**src/verilog/wrd_pkg.sv**
```systemverilog
// package of constants and carrier types for the wake/reset/direct-input block
package wrd_pkg;
  // ***************************************************
  // timing
  // ***************************************************
  localparam int CLK_MHZ         = 50;   // system clock rate
  localparam int RST_LOW_MIN_US  = 10;   // least reset low time
  localparam int RST_LOW_CYC     = RST_LOW_MIN_US * CLK_MHZ;
  localparam int WDOG_TIMEOUT_MS = 250;  // watchdog period, plain default
  localparam int WDOG_CYC        = WDOG_TIMEOUT_MS * 1000 * CLK_MHZ;
  localparam int FRAME_BITS      = 16;   // serial frame length
  // ***************************************************
  // frame fields and reset values
  // ***************************************************
  localparam int ADDR_MSB        = 15;   // 4-bit register address
  localparam int ADDR_LSB        = 12;
  localparam logic [3:0] ADDR_SENSE = 4'h1;  // sense config register
  localparam logic [3:0] ADDR_OUT   = 4'h2;  // output control register
  localparam logic [3:0] ADDR_FAULT = 4'h3;  // fault clear register
  localparam logic [2:0] SENSE_RST  = 3'h0;  // sense off reset value
  localparam logic [3:0] OUT_RST    = 4'h0;  // outputs off reset value
  // ***************************************************
  // carrier types
  // ***************************************************
  typedef enum logic [2:0] {
    WRD_SEL_HS0, WRD_SEL_HS1, WRD_SEL_HS2, WRD_SEL_HS3, WRD_SEL_TEMP
  } wrd_sel_t;
  typedef struct packed {
    logic       hiz;   // sense output tri-stated
    wrd_sel_t   sel;   // reported quantity
  } wrd_sense_t;
  typedef struct packed {
    logic       sclk;
    logic       cs_n;
    logic       si;
  } wrd_spi_t;
endpackage
```
**src/verilog/wrd_ctrl.sv**
```systemverilog
// wake, reset, direct-input and fault-flag control of a quad lamp switch
`timescale 1ns/1ps
// How it works
// - software picks sense quantity, current or temperature
// - software can tri-state the sense output
// - any direct input wakes the device
// - direct input n switches output n
// - external pwm clock taken from input zero
// - fault flag pulled low on any fault
// - fault detail only via serial data
// - wake pin wakes the device
// - reset high also wakes the device
// - reset low clears config and fault registers
// - reset low forces sleep mode unless the wake pin or a direct input is high
// - reset rising edge starts the watchdog
// - frame is sixteen bits, msb first
// - select rising edge loads addressed register
// - failsafe drives outputs from direct inputs
module wrd_ctrl #(
  parameter int WDOG_CYCLES = wrd_pkg::WDOG_CYC
) (
  input  wire logic              clk,
  input  wire logic              rst_n,
  input  wire logic              reset_pin,
  input  wire logic              wake_pin,
  input  wire logic [3:0]        direct_in,
  input  wire logic              failsafe_select_in,
  input  wire logic              vdd_fail,
  input  wire logic [3:0]        fault_in,
  input  wire wrd_pkg::wrd_spi_t spi,
  output logic                   so,
  output logic                   so_oe,
  output logic [3:0]             high_side_outputs,
  output logic                   pwm_clk,
  output wrd_pkg::wrd_sense_t    current_sense_out,
  output logic                   fault_flag_n_out,
  output logic                   fault_flag_n_oe,
  output logic                   awake,
  output logic                   failsafe,
  output logic                   wdog_running
);
  import wrd_pkg::*;

  // ***************************************************
  // pin history and internal state
  // ***************************************************
  logic              rst_pin_d_reg;   // last reset pin level
  logic              sclk_d_reg;      // last serial clock
  logic              cs_d_reg;        // last select
  logic [15:0]       shift_reg;       // serial input shift
  logic [15:0]       so_shift_reg;    // serial output shift
  logic [4:0]        bit_cnt_reg;     // bits received
  logic [3:0]        out_reg;         // software output state
  logic [3:0]        fault_reg;       // latched faults
  logic [31:0]       wdog_cnt_reg;    // watchdog counter
  logic              wdog_to_reg;     // watchdog expired

  // edge helper, used for every pin edge below
  function automatic logic rise(input logic now, input logic was);
    return now & ~was;
  endfunction

  wire cs_rise   = rise(spi.cs_n, cs_d_reg);
  wire cs_fall   = rise(cs_d_reg, spi.cs_n);
  wire sclk_fall = rise(sclk_d_reg, spi.sclk) & ~spi.cs_n;
  wire sclk_rise = rise(spi.sclk, sclk_d_reg) & ~spi.cs_n;
  // reset pin low clears serial, config, fault and watchdog state
  wire pin_clear = ~rst_n | ~reset_pin;
  wire [3:0] addr = shift_reg[ADDR_MSB:ADDR_LSB];
  // only a complete frame is accepted; short or long ones are dropped
  wire frame_ok  = cs_rise & (bit_cnt_reg == 5'(FRAME_BITS));

  // ***************************************************
  // pin history registers
  // ***************************************************
  always_ff @(posedge clk) begin
    if (!rst_n) begin
      rst_pin_d_reg <= 1'b0;
      sclk_d_reg    <= 1'b0;
      cs_d_reg      <= 1'b1;
    end else begin
      rst_pin_d_reg <= reset_pin;
      sclk_d_reg    <= spi.sclk;
      cs_d_reg      <= spi.cs_n;
    end
  end

  // ***************************************************
  // serial receive and transmit
  // ***************************************************
  always_ff @(posedge clk) begin
    if (pin_clear) begin
      shift_reg    <= 16'h0000;
      so_shift_reg <= 16'h0000;
      bit_cnt_reg  <= 5'h00;
      so           <= 1'b0;
      so_oe        <= 1'b0;
    end else begin
      so_oe <= ~spi.cs_n;
      if (cs_fall) begin
        so_shift_reg <= {4'h0, fault_reg, out_reg, 4'h0};
        bit_cnt_reg  <= 5'h00;
      end else if (sclk_fall) begin
        shift_reg <= {shift_reg[14:0], spi.si};
        if (bit_cnt_reg != 5'h1f) begin
          bit_cnt_reg <= bit_cnt_reg + 5'h01;
        end
      end
      if (cs_fall) begin
        so <= 1'b0;
      end else if (sclk_rise) begin
        so           <= so_shift_reg[15];
        so_shift_reg <= {so_shift_reg[14:0], 1'b0};
      end
    end
  end

  // ***************************************************
  // configuration registers
  // ***************************************************
  always_ff @(posedge clk) begin
    if (pin_clear) begin
      current_sense_out <= '{hiz: 1'b1, sel: wrd_sel_t'(SENSE_RST)};
      out_reg           <= OUT_RST;
    end else if (frame_ok) begin
      case (addr)
        ADDR_SENSE: begin
          current_sense_out.sel <= (shift_reg[2:0] > 3'h4) ?
            WRD_SEL_TEMP : wrd_sel_t'(shift_reg[2:0]);
          current_sense_out.hiz <= shift_reg[3];
        end
        ADDR_OUT: begin
          out_reg <= shift_reg[3:0];
        end
        default: begin
        end
      endcase
    end
  end

  // ***************************************************
  // fault latch and flag
  // ***************************************************
  always_ff @(posedge clk) begin
    if (pin_clear) begin
      fault_reg        <= 4'h0;
      fault_flag_n_out <= 1'b0;
      fault_flag_n_oe  <= 1'b0;
    end else begin
      // new faults win over a software clear in the same cycle
      if (frame_ok && addr == ADDR_FAULT) begin
        fault_reg <= (fault_reg & ~shift_reg[3:0]) | fault_in;
      end else begin
        fault_reg <= fault_reg | fault_in;
      end
      fault_flag_n_oe <= (|fault_reg) | (|fault_in);
    end
  end

  // ***************************************************
  // wake, watchdog and mode
  // ***************************************************
  always_ff @(posedge clk) begin
    if (!rst_n) begin
      awake <= 1'b0;
    end else begin
      // reset low sleeps if nothing else wakes
      // wake pin and direct inputs still wake a held reset,
      // but config stays cleared while reset is low
      // direct inputs wake
      awake <= reset_pin | wake_pin | (|direct_in);
    end
  end

  always_ff @(posedge clk) begin
    if (pin_clear) begin
      wdog_cnt_reg <= 32'h0;
      wdog_running <= 1'b0;
      wdog_to_reg  <= 1'b0;
    end else if (rise(reset_pin, rst_pin_d_reg)) begin
      wdog_cnt_reg <= 32'h0;
      wdog_running <= 1'b1;
    end else if (frame_ok) begin
      // any good frame services the watchdog
      wdog_cnt_reg <= 32'h0;
    end else if (wdog_running && !wdog_to_reg) begin
      if (wdog_cnt_reg == 32'(WDOG_CYCLES - 1)) begin
        wdog_to_reg <= 1'b1;
      end else begin
        wdog_cnt_reg <= wdog_cnt_reg + 32'h1;
      end
    end
  end

  // ***************************************************
  // output drive
  // ***************************************************
  always_ff @(posedge clk) begin
    if (!rst_n) begin
      failsafe          <= 1'b0;
      high_side_outputs <= 4'h0;
      pwm_clk           <= 1'b0;
    end else begin
      failsafe <= vdd_fail |
                  (wdog_to_reg & failsafe_select_in);
      pwm_clk <= direct_in[0];
      if (!awake) begin
        high_side_outputs <= 4'h0;
      end else if (failsafe) begin
        high_side_outputs <= direct_in;
      end else begin
        high_side_outputs <= out_reg | direct_in;
      end
    end
  end
endmodule

```
**config.mk**
```make
export PLATFORM = sky130hd
export DESIGN_NAME = wrd_ctrl
export DESIGN_NICKNAME = d
export VERILOG_FILES = /design/src/verilog/wrd_pkg.sv /design/src/verilog/wrd_ctrl.sv
export SDC_FILE = /design/constraint.sdc
export NUM_CORES = 1
export LEC_CHECK = 0
export BUFFER_PORTS_ARGS = -buffer_cell sky130_fd_sc_hd__buf_2
export CAP_MARGIN = 30
export CORE_ASPECT_RATIO = 1.5
export CORE_MARGIN = 2
export CORE_UTILIZATION = 53
export CTS_CLUSTER_SIZE = 8
export DETAILED_ROUTE_END_ITERATION = 10
export PLACE_DENSITY_LB_ADDON = 0.12
export SLEW_MARGIN = 30
export SYNTH_ARGS = -nofsm -noshare
export SYNTH_HDL_FRONTEND = slang
export SYNTH_SLANG_ARGS = --single-unit
```
**constraint.sdc**
```tcl
create_clock -name clk -period 1.92 [get_ports clk]
set_input_delay 0.384 -clock clk [delete_from_list [all_inputs] [get_ports clk]]
set_output_delay 0.384 -clock clk [all_outputs]
set_load 0.03 [all_outputs]
```
Yosys cells after proc, flatten, opt, wreduce, memory -nomap -nowiden

Index checks and enable logic that the tools add are counted.
Widths: inputs -> output; s select.

Multiplexer cells: 6
Add/sub/neg operators: 2
Shifts and indexed selects: 0
Bitwise operators: 30
$mul: 0
Reductions and logical operators: 15
Eq/ne operators: 6
Divide/modulo/power cells: 0
Order comparisons: 1

Operators by type and width:

| cell                  | count |
|---|---|
| $mux 16               | 3 |
| $add 32x1->32 const B | 1 |
| $eq 32x24->1 const B  | 1 |
| $or 4x4->4            | 3 |
| $reduce_and 2->1      | 6 |
| $reduce_or 4->1       | 3 |
| $not 1->1             | 11 |
| $and 1x1->1           | 9 |
| $eq 4x2->1 const B    | 2 |
| $mux 4                | 2 |
| $add 5x1->5 const B   | 1 |
| $eq 5x5->1 const B    | 1 |
| $ne 5x5->1 const B    | 1 |
| $or 1x1->1            | 5 |
| $and 4x4->4           | 1 |
| $eq 4x1->1 const B    | 1 |
| $not 4->4             | 1 |
| $reduce_and 4->1      | 1 |
| $gt 3x3->1 const B    | 1 |
| $mux 3                | 1 |
| $reduce_or 3->1       | 1 |
| $logic_and 1x1->1     | 2 |
| $reduce_or 2->1       | 1 |
| $logic_not 1->1       | 1 |

Memory bits (read-only): 0
Memories: 0
Bits in writable memories: 0
Latch bits: 0
Input port bits: 17
Output and inout port bits: 16
Flip-flop bits (word level): 96

Longest topological paths before layout

Gate-level depths: netlist of the first run.

Word-level depth: 5
Gate-level depth with buffers: 8

Worst setup path before layout of the first run

No wires, ideal clock.

Path type: register -> register
From: register wdog_cnt_reg[0]
To: register wdog_cnt_reg[1]
Arrival: 1826 ps
Stages on the path, launching flop included: 9
Period minus slack after synthesis: 1954 ps
Setup time: 128 ps
Buffers on the path: 2
Path slack: -34 ps
Required time: 1792 ps
Path through: dfxtp_1 > ha_1 > and4_1 > nand4_1 > o31ai_1 > buf_2 > buf_2 > mux2i_1 > nor2_1

Word-level cells in the longest chain between the ends: 3

RTL lines:

| what                                                                  | line            | RTL |
|---|---|---|
| start, declared                                                       | wrd_ctrl.sv:55  | `logic [31:0] wdog_cnt_reg;` |
| start signal, assigned                                                | wrd_ctrl.sv:190 | `wdog_cnt_reg <= wdog_cnt_reg + 32'h1;` |
| parallel branches: the longest is 3 deep, another holds $add 32x1->32 | --              |  |

Several ways; the timed one is not identified.
A chain may end at the register's enable or synchronous reset.

Final worst setup path of the first run

From: register wdog_cnt_reg[14]
To: register wdog_cnt_reg[1]

Word-level cells in the longest chain between the ends: 3

RTL lines:

| what                              | line            | RTL |
|---|---|---|
| $eq 32x24->1                      | wrd_ctrl.sv:187 | `if (wdog_cnt_reg == 32'(WDOG_CYCLES - 1)) begin` |
| $not 1->1 (no source line)        | --              |  |
| $reduce_and 2->1 (no source line) | --              |  |

No other way between the ends.

==> results of run 1 <==
[final timing paths]
| check | from | end | cells after the start |
|---|---|---|---|
| setup / recovery | wdog_cnt_reg[14] | wdog_cnt_reg[1] | 7 |
| hold / removal | direct_in[2] | high_side_outputs[2] | 3 |
| setup reg to reg | wdog_cnt_reg[14] | wdog_cnt_reg[1] | 7 |
| hold reg to reg | so_shift_reg[0] | so_shift_reg[0] | 2 |
[routing by layer]
layer,vias to the layer above,share of wire,GRT usage
li1,1782,-,-
met1,1685,0.40,0.245
met2,63,0.55,0.423
met3,21,0.027,0.0536
met4,0,0.029,0.134
met5,-,0,0
[synth_stat cells (6+ instances only)]
master	n	area, um^2
a21oi_1	47	235
a311oi_1	8	70.1
a31oi_1	6	37.5
clkbuf_1	16	60.1
dfxtp_1	96	1920
inv_1	17	63.8
mux2i_1	9	90.1
nand2_1	83	312
nand3_1	15	75.1
nand4_1	14	87.6
nor2_1	54	203
nor4_1	6	37.5
o21ai_0	10	50.1
o31ai_1	11	82.6
or3_1	6	37.5
or4_1	11	82.6
xnor2_1	6	52.6
xor2_1	11	96.3
[power by group through the flow]
stage / combinational [mW] / clock, mW / sequential [mW]
3_5_place_dp: 0.180 / 0 / 2.07
6_report: 0.183 / 1.35 / 2.03
5_1_grt: 0.202 / 1.47 / 2.03
3_3_place_gp: 0.176 / 0 / 2.07
4_1_cts: 0.182 / 1.38 / 2.03
2_1_floorplan: 0.0946 / 0 / 2.09
[final cells by class]
class,instances,share of cell area
multi-input combinational,344,0.417
sequential,96,0.407
timing repair buffer,69,0.0929
clock buffer,11,0.0319
tap,100,0.0264
inverter,17,0.0135
clock inverter,5,0.0113
[per-stage QoR]
step           power (mW)  TNS, ns  hold slack, ns
6_report             3.56        0           0.245
5_1_grt              3.70  -0.0166           0.229
4_1_cts              3.59        0           0.224
3_5_place_dp         2.25   -0.292           0.419
3_3_place_gp         2.25  -0.0885           0.417
2_1_floorplan        2.19        0           0.410
[tightest hold or removal path: stages]
cell and delay, ns:
buf_2 0.08, a21oi_1 0.03, nor2_1 0.07
[placed cells by master (no fill, tap or decap), drive strengths merged, types with 4 or more instances in the layout]
| cell | count |
|---|---|
| a31oi | 6 |
| a311oi | 8 |
| o21ai | 10 |
| nand2 | 83 |
| o31ai | 11 |
| xor2 | 11 |
| a21oi | 47 |
| or4 | 11 |
| inv | 18 |
| clkbuf | 11 |
| nand3 | 16 |
| dfxtp | 96 |
| ha | 4 |
| nor3 | 4 |
| or3 | 6 |
| xnor2 | 6 |
| nor2b | 4 |
| nand4 | 14 |
| nor2 | 54 |
| nor4 | 7 |
| nand2b | 4 |
| buf | 69 |
| mux2i | 9 |
| and2 | 4 |
[cell families (layout without fill, tap and decap cells)]
logic type / count (synthesis) / after routing / share of synthesized area
other: 1 / 1 / 0.000939
AND/OR/NAND/NOR: 223 / 223 / 0.271
multiplexers: 9 / 9 / 0.0226
buffers and inverters: 39 / 102 / 0.0388
adder cells (fa/ha/maj): 4 / 4 / 0.0125
XOR/XNOR: 17 / 17 / 0.0373
AO/OA/AOI/OAI: 90 / 90 / 0.136
flip-flops: 96 / 96 / 0.481
[repair_timing]
action,4_1_cts,5_1_grt
pin swaps,1,6
endpoints found under the setup margin,9,21
hold buffers,0,0
resized for setup,3,12
buffers inserted,0,2
==> results.json, run 1 <==
{
  "final_cells": 642,
  "netlist_area_mm2": 0.00399,
  "clkPwrFrac": 0.380,
  "cp-end-kind": "register",
  "critical-path-top-delay-family": "simple AND/OR/NAND/NOR gates",
  "antenna_found_initial": 0,
  "drtIter0Drc": 183,
  "grt_start_max_net_pins": 33,
  "status": "finished clean",
  "grt_pass1_wl_mm": 14.8,
  "n_fill_cell": 639,
  "final_util": 0.652,
  "synthCells": 479,
  "fin_nets": 558,
  "slew_headroom": 0.643,
  "p_leak_nw": 1.73,
  "wire_per_inst_um": 14.5,
  "placed_area_mm2": 0.00446,
  "worst_hold_path_type": "input port to register",
  "clockBufferDepth": 2,
  "max_stage_delay_ns": 0.36,
  "combPwrFrac": 0.051,
  "worstPathCellList": "nor4bb_1 > buf_4 > nand4_1 > o31ai_2 > buf_4 > mux2i_1 > nor2_1",
  "crit_type": "register to register",
  "postLayoutCellArea_mm2": 0.00474,
  "switchingPower_mw": 0.821,
  "cp-start-kind": "register",
  "critPathSlowestCell": "dfxtp_1",
  "cts_buffers": 9,
  "clk_latency_ns": 0.36,
  "synth_area_per_cell_um2": 8.34,
  "gr-total-overflow": 0,
  "synth-async-reset-ratio": 0,
  "pre_cts_slack_ns": -0.122,
  "max_freq_mhz": 535,
  "yosysSeqAreaShare": 0.481,
  "grt_use_total": 0.236,
  "syn_nets": 500,
  "max-cap-violations": 0,
  "intPower_mw": 2.74,
  "cts_tree": "done",
  "crit_fanout": 10,
  "die-height_um": 110,
  "peakVddDrop_uv": 599,
  "htree_levels": 3,
  "largest_reg_flops": 32,
  "cp_common_cell": "buf_4",
  "die-width_um": 74.9,
  "ys.flop_type": "dfxtp_1",
  "cts_root_buffer": "clkbuf_8",
  "place_inst": 624,
  "setup-violations-final": 0,
  "cp.required_ns": 2.17,
  "wl_mm": 9.30,
  "drtAntennaViolNets": 0,
  "drv_slew": 0,
  "viasPerCell": 5.53,
  "synth.distinct_cells": 43,
  "path_clk_slew_ns": 0.09,
  "setup_slack_ns": 0.0508,
  "drtPass1Iterations": 4,
  "hold_viol_final": 0,
  "seqCellArea_mm2": 0.00193,
  "min_period_over_period": 0.974,
  "p_sw_frac": 0.230,
  "finalClockSkew_ns": 0.00821,
  "coreArea_mm2": 0.00727,
  "drive_above_1_share": 0.188,
  "hpwl_mm": 6.65,
  "cts.sinks": 96,
  "cp_num_buf_inv": 2,
  "powerDensity_mw_per_mm2": 751,
  "start_util": 0.549,
  "io_pins": 33,
  "grt_pass1_vias": 3316,
  "io_buffers": 31,
  "vias": 3551,
  "synth_edf_count": 0,
  "r2r_slack_ns": 0.05,
  "drc": 0,
  "p_seq_frac": 0.568,
  "period_minus_slack_ns": 1.87,
  "worstMarginPinSlew_ns": 0.534,
  "diodes": 0,
  "area_growth_syn_to_layout_pct": 18.7,
  "place.gp.congestion": 0.873,
  "multi_input_area_mm2": 0.00198,
  "worstPathArrival_ns": 2.12,
  "synth_seq_cells": 96,
  "yosysWarnings": 0,
  "die_area_mm2": 0.00826,
  "fp-row-count": 38
}
Power figures use the tool's default switching activity.
==> run 2, diff against run 1 <==
--- a/config.mk
+++ b/config.mk
@@ -10,8 +10,9 @@
 export CORE_ASPECT_RATIO = 1.5
 export CORE_MARGIN = 2
 export CORE_UTILIZATION = 53
-export CTS_CLUSTER_SIZE = 8
+export CTS_CLUSTER_SIZE = 20
 export DETAILED_ROUTE_END_ITERATION = 10
+export GPL_TIMING_DRIVEN = 0
 export PLACE_DENSITY_LB_ADDON = 0.12
 export SLEW_MARGIN = 30
 export SYNTH_ARGS = -nofsm -noshare
==> run 2 against run 1 <==
The run now ends with setup timing left. Non-clock buffer count up 7. Flip-flop and latch count unchanged. Routed wire length up 6.4%. First-iteration DRC count down 9.8%. Sequential share of layout area down 1.2 points. Global-route usage up 0.95 points. Combinational power up 11%. Critical endpoint is now wdog_cnt_reg[3]. Largest power group unchanged.
==> results.json, run 2 (synthesis results as in run 1) <==
{
  "gr-total-overflow": 0,
  "max-cap-violations": 0,
  "grt_setup_unrepaired": "yes",
  "die_area_mm2": 0.00826,
  "worst_hold_path.endpoint": "awake",
  "period_minus_slack_ns": 2.06,
  "placed_area_mm2": 0.00429,
  "start_util": 0.549,
  "setup_tns_ns": -0.637,
  "crit_type": "register to register",
  "cts.sinks": 96,
  "r2r_cells": 7,
  "cp_num_buf_inv": 2,
  "worstPathArrival_ns": 2.35,
  "critPathSlowestCell": "nor4_4",
  "drv_slew": 0,
  "grt_use_total": 0.245,
  "final_util": 0.680,
  "route.met2.wl_mm": 5.35,
  "drive_above_1_share": 0.233,
  "r2r_slack_ns": -0.14,
  "diodes": 0,
  "cts_buffers": 9,
  "coreArea_mm2": 0.00727,
  "met1_length_mm": 3.78,
  "drtIter0Drc": 165,
  "worstReg2RegEnd": "wdog_cnt_reg[3]",
  "drc": 0,
  "ctsHoldBuffers": 0,
  "io_pins": 33,
  "min_from": "wake_pin",
  "antenna_found_initial": 0,
  "clk_latency_ns": 0.38,
  "grt_pass1_vias": 3445,
  "worstPathCellList": "nor4_4 > nand3b_1 > o31ai_4 > buf_6 > clkbuf_16 > o21ai_0 > a21oi_1",
  "io_buffers": 31,
  "setup-violations-final": 13,
  "hold_viol_final": 0,
  "cts_tree": "done",
  "min_delay_path_depth": 2,
  "drtAntennaViolNets": 0,
  "postLayoutCellArea_mm2": 0.00495,
  "place.gp.congestion": 0.845,
  "power_mw": 3.59,
  "final_common_cell": "nand2_1",
  "final_cells": 649,
  "pre_cts_slack_ns": -0.363,
  "status": "finished with violations",
  "finalClockSkew_ns": 0.0160,
  "die-height_um": 110,
  "min_period_over_period": 1.07,
  "worst_hold_path_type": "input port to register",
  "setup_slack_ns": -0.144,
  "wl_mm": 9.90,
  "cp-start-kind": "register",
  "fin_nets": 565,
  "max_freq_mhz": 485,
  "final_cell_mix": "nand2_1, dfxtp_1, nor2_1, a21oi_1, buf_2",
  "powerDensity_mw_per_mm2": 726,
  "cp-end-kind": "register",
  "clockBufferDepth": 2,
  "grt_pass1_wl_mm": 15.4,
  "timing.hold.ws_ns": 0.231,
  "cts_root_buffer": "clkbuf_8",
  "p_leak_nw": 1.78,
  "met3WireLength_um": 362,
  "drtPass1Iterations": 4,
  "vias": 3613,
  "place_inst": 610,
  "cp.required_ns": 2.21,
  "max_stage_delay_ns": 0.41,
  "crit_fanout": 5,
  "viasPerCell": 5.57,
  "reg2reg_from": "wdog_cnt_reg[30]",
  "hpwl_mm": 6.68,
  "top_layer_used": "met4",
  "area_growth_syn_to_layout_pct": 23.8,
  "peakVddDrop_uv": 730,
  "critical-path-top-delay-family": "simple AND/OR/NAND/NOR gates",
  "largest_reg_flops": 32,
  "fp-row-count": 38,
  "grt_start_max_net_pins": 16,
  "path_clk_slew_ns": 0.10,
  "die-width_um": 74.9,
  "htree_levels": 3,
  "violations": "setup timing",
  "wire_per_inst_um": 15.3
}
## run 2: changes by cell type in the layout (fill, tap and decap cells not counted), sizes merged
cell,delta
clkinvlp,+2
inv,-1
clkbuf,+15
clkinv,-1
buf,-8
## run 2: per-layer routing
layer / vias up / track usage
met1: 1716 / 0.252
met3: 25 / 0.0464
met2: 71 / 0.448
li1: 1801 / -
met4: 0 / 0.143
met5: - / 0
## run 2: final cells by class
cell class,instances,area [um^2]
buffer,22,134
clock buffer,11,151
clock inverter,5,55.1
fill,623,2330
inverter,17,63.8
multi-input combinational,344,2110
sequential,96,1950
tap,100,125
timing repair buffer,54,350
## run 2: worst register-to-register path, cell delays in order (launching register included)
cell and delay, ns:
dfxtp_4 0.37, nor4_4 0.41, nand3b_1 0.25, o31ai_4 0.36
buf_6 0.17, clkbuf_16 0.14, o21ai_0 0.11, a21oi_1 0.16
## run 2: report_power, final
group / leakage, nW / internal [mW] / total [mW] / switching [mW]
clock: 0.101 / 0.668 / 1.37 / 0.698
combinational: 0.893 / 0.0709 / 0.204 / 0.133
sequential: 0.787 / 2.01 / 2.02 / 0.0149
## run 2: how the worst max path moves through the flow
stage                          start                to  cells after the start
floorplan            wdog_cnt_reg[0]   wdog_cnt_reg[1]                      8
global placement     wdog_cnt_reg[0]  wdog_cnt_reg[20]                      6
detailed placement   wdog_cnt_reg[0]  wdog_cnt_reg[16]                      6
CTS                  wdog_cnt_reg[3]  wdog_cnt_reg[17]                      6
global route        wdog_cnt_reg[30]   wdog_cnt_reg[3]                      7
finish              wdog_cnt_reg[30]   wdog_cnt_reg[3]                      7
## run 2: what timing repair did
item                       CTS  global route
pin swaps                    5            20
buffers inserted            13             8
gates cloned                 0             2
setup endpoints to repair   31            46
gates resized for setup     31            50
==> run 3, diff against run 2 <==
--- a/config.mk
+++ b/config.mk
@@ -5,13 +5,13 @@
 export SDC_FILE = /design/constraint.sdc
 export NUM_CORES = 1
 export LEC_CHECK = 0
-export BUFFER_PORTS_ARGS = -buffer_cell sky130_fd_sc_hd__buf_2
 export CAP_MARGIN = 30
-export CORE_ASPECT_RATIO = 1.5
+export CORE_ASPECT_RATIO = 1.2
 export CORE_MARGIN = 2
-export CORE_UTILIZATION = 53
+export CORE_UTILIZATION = 56
 export CTS_CLUSTER_SIZE = 20
 export DETAILED_ROUTE_END_ITERATION = 10
+export DONT_BUFFER_PORTS = 1
 export GPL_TIMING_DRIVEN = 0
 export PLACE_DENSITY_LB_ADDON = 0.12
 export SLEW_MARGIN = 30
==> run 3 against run 2 <==
The flow still finishes with violations (setup timing). Cell count down 7.6%. First-iteration DRC count up 44%. Flip-flop and latch count unchanged. Count of clock-buffer cells in the layout shrank 2. Critical path type unchanged. Largest cell class unchanged.
==> results.json, run 3 (synthesis results as in run 1) <==
{
  "placed_area_mm2": 0.00411,
  "cp-end-kind": "register",
  "min_from": "reset_pin",
  "final_common_cell": "nand2_1",
  "area_growth_syn_to_layout_pct": 16.2,
  "vias": 3594,
  "p_seq_frac": 0.580,
  "worstMarginPinSlew_ns": 0.705,
  "multi_input_area_mm2": 0.00205,
  "io_buffers": 0,
  "grt_pass1_wl_mm": 15.4,
  "reg2reg_from": "wdog_cnt_reg[1]",
  "largest_reg_flops": 32,
  "hpwl_mm": 6.54,
  "grt_pass1_vias": 3287,
  "cp_num_buf_inv": 1,
  "drtPass1Iterations": 5,
  "worstPathArrival_ns": 2.22,
  "coreArea_mm2": 0.00685,
  "drtAntennaViolNets": 0,
  "cp-start-kind": "register",
  "cp.required_ns": 2.21,
  "wl_mm": 9.66,
  "io_pins": 33,
  "switchingPower_mw": 0.867,
  "setup_slack_ns": -0.00670,
  "peakVddDrop_uv": 513,
  "critPathSlowestCell": "or4_4",
  "use_met3": 0.0576,
  "critical-path-top-delay-family": "simple AND/OR/NAND/NOR gates",
  "fin_nets": 530,
  "met2_usage": 0.461,
  "drtIter0Drc": 238,
  "final_cell_mix": "nand2_1, dfxtp_1, nor2_1, a21oi_1, buf_4",
  "cts_tree": "done",
  "final_cells": 600,
  "startpoint": "wdog_cnt_reg[1]",
  "die-height_um": 96.5,
  "timing.hold.ws_ns": 0.119,
  "powerDensity_mw_per_mm2": 760,
  "crit_fanout": 5,
  "die_area_mm2": 0.00783,
  "final_util": 0.677,
  "place.gp.congestion": 0.800,
  "diodes": 0,
  "pre_cts_slack_ns": -0.355,
  "place_inst": 566,
  "fp-row-count": 33,
  "grt_use_total": 0.256,
  "cts_root_buffer": "clkbuf_8",
  "wire_per_inst_um": 16.1,
  "seqCellArea_mm2": 0.00195,
  "min_period_over_period": 1.00,
  "grt_setup_unrepaired": "yes",
  "cts.sinks": 96,
  "postLayoutCellArea_mm2": 0.00464,
  "htree_levels": 3,
  "drv_slew": 0,
  "n_fill_cell": 561,
  "clockBufferDepth": 2,
  "start_util": 0.583,
  "intPower_mw": 2.66,
  "max_freq_mhz": 519,
  "combPwrFrac": 0.040,
  "clk_latency_ns": 0.37,
  "use_met1": 0.292,
  "gr-total-overflow": 0,
  "slew_headroom": 0.526,
  "cts_buffers": 9,
  "die-width_um": 81.1,
  "antenna_found_initial": 0,
  "drive_above_1_share": 0.168,
  "status": "finished with violations",
  "finalClockSkew_ns": 0.00642,
  "max-cap-violations": 0,
  "worst_hold_path_type": "input port to register",
  "period_minus_slack_ns": 1.93,
  "drc": 0,
  "worstPathCellList": "nand2_2 > or2_4 > or3_4 > buf_6 > or4_4 > a21oi_2",
  "viasPerCell": 5.99,
  "p_sw_frac": 0.246,
  "crit_type": "register to register",
  "power_mw": 3.52,
  "setup-violations-final": 1,
  "setup_tns_ns": -0.00670,
  "path_clk_slew_ns": 0.09,
  "p_leak_nw": 1.58,
  "max_stage_delay_ns": 0.51,
  "grt_start_max_net_pins": 17,
  "clkPwrFrac": 0.380,
  "top_usage_layer": "met2",
  "violations": "setup timing",
  "hold_viol_final": 0
}
==> run 3: repair_timing <==
| item | CTS | global route |
|---|---|---|
| hold buffers | 0 | 0 |
| pin swaps | 5 | 14 |
| gates resized for setup | 35 | 29 |
| buffers inserted | 12 | 7 |
| endpoints found under the setup margin | 33 | 44 |
| gates cloned | 0 | 1 |
==> run 3: path summary, 6_finish.rpt <==
kind         depth (start not counted)          endpoint  slack, ns
max                                  6  wdog_cnt_reg[17]     -0.007
min                                  2             so_oe       0.12
max reg2reg                          6  wdog_cnt_reg[17]     -0.007
min reg2reg                          1      wdog_running       0.44
==> run 3: power groups by stage <==
stage / clock network, mW / logic, mW / registers (mW)
floorplan: 0 / 0.0946 / 2.09
global placement: 0 / 0.122 / 2.10
detailed placement: 0 / 0.124 / 2.10
CTS: 1.35 / 0.137 / 2.05
global route: 1.42 / 0.156 / 2.05
finish: 1.34 / 0.140 / 2.05
==> run 3: worst reg2reg max path, cell delays in order, from the launching register on <==
cell     delay (ns)
dfxtp_4        0.37
nand2_2        0.07
or2_4          0.25
or3_4          0.35
buf_6          0.14
or4_4          0.51
a21oi_2        0.16
==> run 3: final cells by class <==
type | instances | share of cell area
repair buffers | 20 | 0.0326
plain buffers | 21 | 0.0262
flip-flops and latches | 96 | 0.421
well taps | 87 | 0.0235
clock inverters | 6 | 0.0151
inverters | 17 | 0.0138
multi-input cells | 344 | 0.441
clock buffers | 9 | 0.0267
==> run 3: per-layer routing <==
layer	vias up	routed length, um
li1	1732	-
met1	1730	3970
met2	107	4990
met3	25	470
met4	0	224
met5	-	0
